$ cat src/adc_port_defs.svh
`ifndef ADC_PORT_DEFS_SVH
`define ADC_PORT_DEFS_SVH

// Frame positions, counted in serial clock falling edges
`define ADDR_BITS 4
`define CTRL_WIDTH 12
`define GAIN_WIDTH 7
`define RESULT_WIDTH 14
`define LAST_DATA_EDGE 6'd16
`define COMMIT_EDGE 6'd17
`define FIRST_OUT_EDGE 6'd19
`define SECOND_OUT_EDGE 6'd33
`define OUT_END_EDGE 6'd47
`define GAIN_CAPTURE_EDGE 6'd11

// Write address / read select codes
`define ADDR_CONV_RESULT 4'h0
`define ADDR_CONTROL 4'h1
`define ADDR_OFFSET_A 4'h2
`define ADDR_OFFSET_B 4'h3
`define ADDR_GAIN_A 4'h4
`define ADDR_GAIN_B 4'h5

// Control register fields
`define READ_SEL_MSB 11
`define READ_SEL_LSB 8
`define CAL_BIT 7
`define PD_MSB 6
`define PD_LSB 4
`define GAIN_MSB 3
`define GAIN_LSB 0
`define CTRL_RESET 12'h000
`define GAIN_RESERVED 4'hf
`define GAIN_SOFTWARE 4'h0

`endif

$ cat src/adc_port_pkg.sv
package adc_port_pkg;
    typedef enum logic [2:0] {
        PD_ALL_OFF = 3'h0,
        PD_ADC_ONLY = 3'h1,
        PD_FAST_CMP = 3'h2,
        PD_LOW_CMP = 3'h3,
        PD_ALL_CMP = 3'h4,
        PD_ALL_ON = 3'h5,
        PD_RSVD6 = 3'h6,
        PD_PIN_RESET = 3'h7
    } power_mode_t;

    typedef enum logic [3:0] {
        FRAME_IDLE = 4'b0001,
        FRAME_CONVERT = 4'b0010,
        FRAME_SHIFT = 4'b0100,
        FRAME_DONE = 4'b1000
    } frame_state_t;

    typedef logic [7:0] gain_factor_t;
endpackage

$ cat src/reg_store.sv
`timescale 1ns/1ps
`include "adc_port_defs.svh"

// Offset and gain register store with registered read data.
module reg_store (
    input wire logic core_clk,
    input wire logic sys_rst,
    input wire logic wrEn,
    input wire logic [3:0] wrAddr,
    input wire logic [11:0] wrData,
    input wire logic calEn,
    input wire logic [11:0] calOffsetA,
    input wire logic [11:0] calOffsetB,
    input wire logic [3:0] rdAddr,
    output logic [11:0] rdData,
    output logic [11:0] offsetA,
    output logic [11:0] offsetB
);
    logic [6:0] gainA_q;
    logic [6:0] gainB_q;

    always_ff @(posedge core_clk or posedge sys_rst) begin
        if (sys_rst) begin
            offsetA <= 12'h000;
            offsetB <= 12'h000;
            gainA_q <= 7'h00;
            gainB_q <= 7'h00;
        end else if (calEn) begin
            offsetA <= calOffsetA;
            offsetB <= calOffsetB;
        end else if (wrEn) begin
            case (wrAddr)
                `ADDR_OFFSET_A: offsetA <= wrData;
                `ADDR_OFFSET_B: offsetB <= wrData;
                // Gain data are the first seven bits after the address
                `ADDR_GAIN_A: gainA_q <= wrData[11:5];
                `ADDR_GAIN_B: gainB_q <= wrData[11:5];
                default: ;
            endcase
        end
    end

    always_ff @(posedge core_clk or posedge sys_rst) begin
        if (sys_rst) begin
            rdData <= 12'h000;
        end else begin
            case (rdAddr)
                `ADDR_OFFSET_A: rdData <= offsetA;
                `ADDR_OFFSET_B: rdData <= offsetB;
                `ADDR_GAIN_A: rdData <= {5'h00, gainA_q};
                `ADDR_GAIN_B: rdData <= {5'h00, gainB_q};
                default: rdData <= 12'h000;
            endcase
        end
    end
endmodule // reg_store

$ cat src/adc_serial_port.sv
// What this block does
// - All gain pins low selects serial control mode
// - Sample data-in on falling clock, select low
// - Four address, twelve data, commit edge 17
// - Address 0001 selects control register
// - Fields: read select, cal, power, gain
// - Reset clears control, offset, gain registers
// - Calibration bit starts offset calibration
// - Control/offset twelve bits, gain seven bits
// - Gain write stores seven bits after address
// - New configuration applies to next conversion
// - Register read drives output A edge 19
// - Select fall samples, outputs float converting
// - Result MSB edge 19, LSB edge 32
// - Select rising floats both outputs
// - Held low: other result, float edge 47
// - Clock fall coinciding with select ignored
// - Gain codes map to fourteen gains
// - Power-down codes decode component enables
`timescale 1ns/1ps
`include "adc_port_defs.svh"

module adc_serial_port (
    input wire logic core_clk,
    input wire logic sys_rst,
    input wire logic chipSelN,
    input wire logic serialClk,
    input wire logic [3:0] gainSelectPin,
    input wire logic config_data_in,
    input wire logic [13:0] convResultA,
    input wire logic [13:0] convResultB,
    input wire logic [11:0] calMeasureA,
    input wire logic [11:0] calMeasureB,
    output logic result_out_a,
    output logic result_out_a_oe_n,
    output logic result_out_b,
    output logic result_out_b_oe_n,
    output logic sampleHold,
    output logic calibrating,
    output adc_port_pkg::power_mode_t power_down_select,
    output logic [3:0] gain_select,
    output adc_port_pkg::gain_factor_t gainFactor,
    output logic adcPowered,
    output logic fastCmpPowered,
    output logic lowCmpPowered,
    output logic controlMode,
    output logic [11:0] offsetA,
    output logic [11:0] offsetB
);
    import adc_port_pkg::*;

    // ------------------------------------------------------------
    // Pin synchronisers
    // ------------------------------------------------------------
    logic [1:0] csSync_q;
    logic [1:0] sclkSync_q;
    logic [1:0] dinSync_q;
    logic [3:0] gainPinMeta_q;
    logic [3:0] gainPinSync_q;
    logic csPrev_q;
    logic sclkPrev_q;

    always_ff @(posedge core_clk or posedge sys_rst) begin
        if (sys_rst) begin
            csSync_q <= 2'b11;
            sclkSync_q <= 2'b11;
            dinSync_q <= 2'b00;
            gainPinMeta_q <= 4'h0;
            gainPinSync_q <= 4'h0;
            csPrev_q <= 1'b1;
            sclkPrev_q <= 1'b1;
        end else begin
            csSync_q <= {csSync_q[0], chipSelN};
            sclkSync_q <= {sclkSync_q[0], serialClk};
            dinSync_q <= {dinSync_q[0], config_data_in};
            gainPinMeta_q <= gainSelectPin;
            gainPinSync_q <= gainPinMeta_q;
            csPrev_q <= csSync_q[1];
            sclkPrev_q <= sclkSync_q[1];
        end
    end

    logic csLow;
    logic csFall;
    logic csRise;
    logic sclkFall;
    assign csLow = ~csSync_q[1];
    assign csFall = csPrev_q & ~csSync_q[1];
    assign csRise = ~csPrev_q & csSync_q[1];
    // A clock fall in the same cycle as the select fall is not counted
    assign sclkFall = sclkPrev_q & ~sclkSync_q[1] & csLow & ~csFall;
    assign controlMode = (gainPinSync_q == 4'h0);

    // ------------------------------------------------------------
    // Frame sequencing
    // ------------------------------------------------------------
    frame_state_t state_q;
    logic [5:0] edgeCnt_q;
    logic [5:0] edgeNext;
    assign edgeNext = edgeCnt_q + 6'd1;

    always_ff @(posedge core_clk or posedge sys_rst) begin
        if (sys_rst) begin
            state_q <= FRAME_IDLE;
            edgeCnt_q <= 6'd0;
        end else if (csRise) begin
            state_q <= FRAME_IDLE;
            edgeCnt_q <= 6'd0;
        end else if (csFall) begin
            state_q <= FRAME_CONVERT;
            edgeCnt_q <= 6'd0;
        end else if (sclkFall) begin
            case (state_q)
                FRAME_CONVERT: begin
                    edgeCnt_q <= edgeNext;
                    if (edgeNext == `FIRST_OUT_EDGE) begin
                        state_q <= FRAME_SHIFT;
                    end
                end
                FRAME_SHIFT: begin
                    edgeCnt_q <= edgeNext;
                    if (edgeNext == `OUT_END_EDGE) begin
                        state_q <= FRAME_DONE;
                    end
                end
                FRAME_DONE: ;
                default: state_q <= FRAME_IDLE;
            endcase
        end
    end

    assign sampleHold = (state_q == FRAME_CONVERT);

    // ------------------------------------------------------------
    // Serial input shift register
    // ------------------------------------------------------------
    logic [15:0] shift_q;

    always_ff @(posedge core_clk or posedge sys_rst) begin
        if (sys_rst) begin
            shift_q <= 16'h0000;
        end else if (sclkFall && edgeCnt_q < `LAST_DATA_EDGE
                     && state_q == FRAME_CONVERT) begin
            shift_q <= {shift_q[14:0], dinSync_q[1]};
        end
    end

    logic commit;
    logic [3:0] wrAddr;
    assign wrAddr = shift_q[15:12];
    // The seventeenth edge commits the frame's write
    assign commit = sclkFall && edgeNext == `COMMIT_EDGE
                    && state_q == FRAME_CONVERT && controlMode;

    // ------------------------------------------------------------
    // Control register; takes effect at the next frame start
    // ------------------------------------------------------------
    logic [11:0] ctrl_q;
    logic [11:0] ctrlActive_q;
    logic [3:0] gainKeep_q;

    always_ff @(posedge core_clk or posedge sys_rst) begin
        if (sys_rst) begin
            ctrl_q <= `CTRL_RESET;
        end else if (commit && wrAddr == `ADDR_CONTROL) begin
            ctrl_q <= shift_q[11:0];
        end
    end

    always_ff @(posedge core_clk or posedge sys_rst) begin
        if (sys_rst) begin
            ctrlActive_q <= `CTRL_RESET;
        end else if (csFall) begin
            ctrlActive_q <= ctrl_q;
        end
    end

    always_ff @(posedge core_clk or posedge sys_rst) begin
        if (sys_rst) begin
            gainKeep_q <= 4'h1;
        end else if (csFall) begin
            if (!controlMode) begin
                gainKeep_q <= gainPinSync_q;
            end else if (ctrl_q[`GAIN_MSB:`GAIN_LSB] != `GAIN_RESERVED
                         && ctrl_q[`GAIN_MSB:`GAIN_LSB]
                            != `GAIN_SOFTWARE) begin
                gainKeep_q <= ctrl_q[`GAIN_MSB:`GAIN_LSB];
            end else if (ctrl_q[`GAIN_MSB:`GAIN_LSB] == `GAIN_SOFTWARE) begin
                // Cleared register means the power-up gain of one
                gainKeep_q <= 4'h1;
            end
        end
    end

    assign gain_select = gainKeep_q;
    assign power_down_select =
        power_mode_t'(ctrlActive_q[`PD_MSB:`PD_LSB]);

    always_comb begin
        case (gainKeep_q)
            4'h1: gainFactor = 8'd1;
            4'h2: gainFactor = 8'd2;
            4'h3: gainFactor = 8'd3;
            4'h4: gainFactor = 8'd4;
            4'h5: gainFactor = 8'd6;
            4'h6: gainFactor = 8'd8;
            4'h7: gainFactor = 8'd12;
            4'h8: gainFactor = 8'd16;
            4'h9: gainFactor = 8'd24;
            4'ha: gainFactor = 8'd32;
            4'hb: gainFactor = 8'd48;
            4'hc: gainFactor = 8'd64;
            4'hd: gainFactor = 8'd96;
            4'he: gainFactor = 8'd128;
            default: gainFactor = 8'd1;
        endcase
    end

    always_comb begin
        adcPowered = 1'b0;
        fastCmpPowered = 1'b0;
        lowCmpPowered = 1'b0;
        case (power_down_select)
            PD_ADC_ONLY: adcPowered = 1'b1;
            PD_FAST_CMP: fastCmpPowered = 1'b1;
            PD_LOW_CMP: lowCmpPowered = 1'b1;
            PD_ALL_CMP: begin
                fastCmpPowered = 1'b1;
                lowCmpPowered = 1'b1;
            end
            PD_ALL_ON: begin
                adcPowered = 1'b1;
                fastCmpPowered = 1'b1;
                lowCmpPowered = 1'b1;
            end
            default: ;
        endcase
    end

    // Calibration runs over the conversion phase of the frame started with the bit set
    assign calibrating = ctrlActive_q[`CAL_BIT] && state_q == FRAME_CONVERT;

    logic calDone;
    assign calDone = calibrating && sclkFall
                     && edgeNext == `FIRST_OUT_EDGE;

    // ------------------------------------------------------------
    // Offset and gain registers
    // ------------------------------------------------------------
    logic [11:0] regRdData;

    reg_store u_store (
        .core_clk(core_clk),
        .sys_rst(sys_rst),
        .wrEn(commit),
        .wrAddr(wrAddr),
        .wrData(shift_q[11:0]),
        .calEn(calDone),
        .calOffsetA(calMeasureA),
        .calOffsetB(calMeasureB),
        .rdAddr(ctrlActive_q[`READ_SEL_MSB:`READ_SEL_LSB]),
        .rdData(regRdData),
        .offsetA(offsetA),
        .offsetB(offsetB)
    );

    // ------------------------------------------------------------
    // Result shifters
    // ------------------------------------------------------------
    logic [27:0] outA_q;
    logic [27:0] outB_q;
    logic driving_q;
    logic readReg;
    assign readReg =
        ctrlActive_q[`READ_SEL_MSB:`READ_SEL_LSB] != `ADDR_CONV_RESULT;

    always_ff @(posedge core_clk or posedge sys_rst) begin
        if (sys_rst) begin
            outA_q <= 28'h0;
            outB_q <= 28'h0;
            driving_q <= 1'b0;
        end else if (csRise) begin
            driving_q <= 1'b0;
        end else if (sclkFall) begin
            if (state_q == FRAME_CONVERT && edgeNext == `FIRST_OUT_EDGE) begin
                driving_q <= 1'b1;
                if (readReg) begin
                    outA_q <= {regRdData, 2'b00, convResultB};
                end else begin
                    outA_q <= {convResultA, convResultB};
                end
                outB_q <= {convResultB, convResultA};
            end else if (state_q == FRAME_SHIFT) begin
                outA_q <= {outA_q[26:0], 1'b0};
                outB_q <= {outB_q[26:0], 1'b0};
                if (edgeNext == `OUT_END_EDGE) begin
                    driving_q <= 1'b0;
                end
            end
        end else if (csFall) begin
            driving_q <= 1'b0;
        end
    end

    assign result_out_a = outA_q[27];
    assign result_out_b = outB_q[27];
    assign result_out_a_oe_n = ~driving_q;
    assign result_out_b_oe_n = ~driving_q;
endmodule // adc_serial_port

$ cat config.mk
export PLATFORM = sky130hd
export DESIGN_NAME = adc_serial_port
export DESIGN_NICKNAME = d
export VERILOG_FILES = /design/src/adc_port_pkg.sv /design/src/reg_store.sv /design/src/adc_serial_port.sv
export VERILOG_INCLUDE_DIRS = /design/src
export SDC_FILE = /design/constraint.sdc
export NUM_CORES = 1
export LEC_CHECK = 0
export ABC_AREA = 1
export BUFFER_PORTS_ARGS = -buffer_cell sky130_fd_sc_hd__buf_2
export CAP_MARGIN = 20
export CORE_ASPECT_RATIO = 1.4
export CORE_MARGIN = 2
export CORE_UTILIZATION = 60
export CTS_BUF_LIST = sky130_fd_sc_hd__clkbuf_2 sky130_fd_sc_hd__clkbuf_4 sky130_fd_sc_hd__clkbuf_8
export DETAILED_ROUTE_END_ITERATION = 16
export GPL_TIMING_DRIVEN = 0
export PLACE_DENSITY = 0.86
export SLEW_MARGIN = 20
export SYNTH_ARGS = -nofsm -noshare
export SYNTH_HDL_FRONTEND = slang
export SYNTH_SLANG_ARGS = --single-unit
$ cat constraint.sdc
create_clock -name core_clk -period 14.9 [get_ports core_clk]
set_input_delay 2.235 -clock core_clk [delete_from_list [all_inputs] [get_ports core_clk]]
set_output_delay 2.235 -clock core_clk [all_outputs]
set_load 0.005 [all_outputs]
==> flow_metrics.tcl <==
set metrics [dict create \
    outcome "finished, final reports clean" \
    fillers 1081 \
    switchingPower_w 0.000240 \
    skew_ps 10.8 \
    p_int_w 0.000720 \
    grt_max_degree 103 \
    p_per_area_nw_per_um2 102 \
    cts_tree "yes" \
    cts.sinks 173 \
    routed_wl_um 20000 \
    postCtsSetupBuffers 0 \
    seq_area_um2 4340 \
    synth_enable_flop_cells 0 \
    crit_fanout 10 \
    cts_buffers 17 \
    ant_nets 0 \
    r2r-start "csSync_q[1]$_DFF_PP1_" \
    synth.cell_area_um2 8140 \
    antenna_found_initial 0 \
    synth_cell_types 35 \
    die_h_um 142 \
    drt-initial-drc-count 432 \
    cap_viol_max_count 0 \
    first_pass_iters 6 \
    power_leakage_nw 4.41 \
    ys_warn_count 0 \
    io_pins 110 \
    r2r_cells 11 \
    met1_usage_pct 35.1 \
    worstSetupPathType "reg2out" \
    grt_busiest_layer "met2" \
    syn_to_final_growth_pct 15.4 \
    r2r-end "u_store.offsetB[7]$_DFFE_PP0P_" \
    grt_setup_unrepaired "false" \
    diodes 0 \
    hpwlAfterDp_um 14400 \
    r2r_slack_ps 12180 \
    drive_gt1_share_pct 17.5 \
    initial_core_util_pct 61.1 \
    synth_ff_type "dfrtp_1" \
    drc 0 \
    seq_area_frac_synth_pct 53.3 \
    final_area_um2 9390 \
    root_buffer "clkbuf_8" \
    cp.required_ps 12660 \
    synthTopCellsByArea "dfrtp_1 (51%), nand2_1 (14%), nand3_1 (9.0%)" \
    peakVddDrop_uv 73.9 \
    slew_headroom_pct 44.4 \
    vias_per_cell 5.50 \
    cts-htree-levels 4 \
    fp.dieW_um 102 \
    layout.nets 1199 \
    place.port_buffers 109 \
    synth_nets 1070 \
    overflow 0 \
    rows 50 \
    p_seq_share_pct 53.2 \
    startpoint_type "flip-flop" \
    grt.total_usage_pct 28.9 \
    fin_crit_ps 4200 \
    vias 7300 \
    ys_ff_latch 173 \
    core_um2 13300 \
    clk_pin_slew_ps 80 \
    netlist_instances 1004 \
    dpl_cell_area_um2 8950 \
    swShare_pct 25.0 \
    fin_crit_sh_pct 28.2 \
    yosysTopAreaCellShare_pct 50.7 \
    gp_congestion 0.930 \
    worst_setup_path_end_kind "output pin" \
    cp.arrival_ps 1970 \
    avgSynthCellArea_um2 8.11 \
    pwr-share-comb_pct 9.2 \
    fin_setup_tns_ps 0 \
    setup_viol 0 \
    clkPwrFrac_pct 37.6 \
    cts_resized 0 \
    tightest_slew_ps 825 \
    min_path_type "reg2reg" \
    use_met3_pct 4.73 \
    holdPathStages 0 \
    die-area_um2 14500 \
    max_freq_mhz 238 \
    grt_pass1_vias 6983 \
    grt_pass1_wl_um 32600 \
    use_met2_pct 50.2 \
    hold_start "dinSync_q[0]$_DFF_PP0_" \
    wl_per_cell_um 15.1 \
    yosys.area.top_type "dfrtp_1" \
    synthArstFlopShare_pct 100 \
    maxSlewViolCount 0 \
    multi_input_area_um2 3250 \
    clock_latency_ps 460 \
    hold_end "dinSync_q[1]$_DFF_PP0_" \
    final_hold_viol_count 0 \
    hold_buffers 0 \
    cts_buffer_depth 2 \
]
==> layout by cell type, fill, tap and decap left out, types with 6 or more instances in the layout <==
cell / netlist / final
nand2_1: 306 / 306
dfrtp_1: 165 / 165
nand3_1: 146 / 146
buf_2: 14 / 123
nor2_1: 121 / 121
inv_1: 62 / 61
o21ai_0: 51 / 51
o21ai_1: 21 / 21
clkbuf_8: 0 / 19
clkbuf_1: 16 / 16
nand4_1: 14 / 14
buf_4: 14 / 14
mux2i_1: 12 / 12
dfstp_2: 8 / 8
nor3_1: 6 / 6
==> per-layer routing <==
metal	vias to the layer above	wire length, um
li1	3499	-
met1	3508	7660
met2	237	10700
met3	56	1050
met4	0	603
met5	-	0
==> sequential cells by signal (all words and copies together), names as in the netlist, 6 cells and up <==
signal,count
outA_q,28
outB_q,28
shift_q,16
ctrl_q,12
u_store.offsetA,12
u_store.offsetB,12
u_store.rdData,12
ctrlActive_q,8
u_store.gainA_q,7
u_store.gainB_q,7
edgeCnt_q,6
==> cell usage after synthesis (all sizes together) (7+ instances only) <==
master / n
buf: 36
nand4: 14
mux2i: 12
clkbuf: 17
nand2: 307
dfstp: 8
nor2: 125
inv: 64
dfrtp: 165
o21ai: 72
nor3: 7
nand3: 151
==> stage by stage <==
step	hold WS [ps]	cells	power, W	worst slack (ps)	utilization [%]
2_1_floorplan	331	1004	0.000574	7990	-
3_3_place_gp	333	1295	0.000603	6210	66.9
3_5_place_dp	336	1296	0.000607	11220	67.2
4_1_cts	355	1328	0.000963	10710	70.5
5_1_grt	363	1328	0.00100	10590	70.5
6_report	353	1328	0.000960	10700	70.5
==> critical path, cell delays in order, from the launching register on <==
cell	delay, ps
dfrtp_1	410
nor2_1	140
nand2_1	130
inv_2	190
buf_1	420
buf_2	200
==> logic make-up (layout without fill, tap and decap cells) <==
logic type	after synthesis	in the layout	share of synthesized area (%)
buf+inv	117	259	6.76
fa+ha+maj	5	5	0.768
compound gates	88	88	5.81
mux	12	12	1.48
flops	173	173	53.3
simple gates	609	609	31.9
==> worst max-delay path by stage <==
stage	startpoint	end	slack [ps]
6_report	state_q[2]$_DFFE_PP0P_	sampleHold	10700
5_1_grt	state_q[2]$_DFFE_PP0P_	sampleHold	10590
4_1_cts	state_q[2]$_DFFE_PP0P_	sampleHold	10710
3_5_place_dp	state_q[2]$_DFFE_PP0P_	sampleHold	11220
3_3_place_gp	sys_rst	u_store.offsetB[4]$_DFFE_PP0P_	6210
2_1_floorplan	sys_rst	ctrlActive_q[10]$_DFFE_PP0P_	7990
==> power by group through the flow <==
| stage | combinational [W] | clock (W) | sequential [W] |
|---|---|---|---|
| 5_1_grt | 0.000102 | 0.000385 | 0.000513 |
| 2_1_floorplan | 0.0000588 | 0 | 0.000515 |
| 4_1_cts | 0.0000886 | 0.000365 | 0.000510 |
| 3_3_place_gp | 0.0000845 | 0 | 0.000518 |
| 6_report | 0.0000882 | 0.000361 | 0.000510 |
| 3_5_place_dp | 0.0000882 | 0 | 0.000519 |
==> final cells by class <==
type	count	area share (%)
buffer	53	3.28
clock buffer	21	2.94
inverter	64	2.66
sequential	173	46.2
tap	182	2.42
timing repair buffer	110	6.10
multi-input combinational	714	34.6
clock inverter	11	1.76
Power figures use the tool's default switching activity.
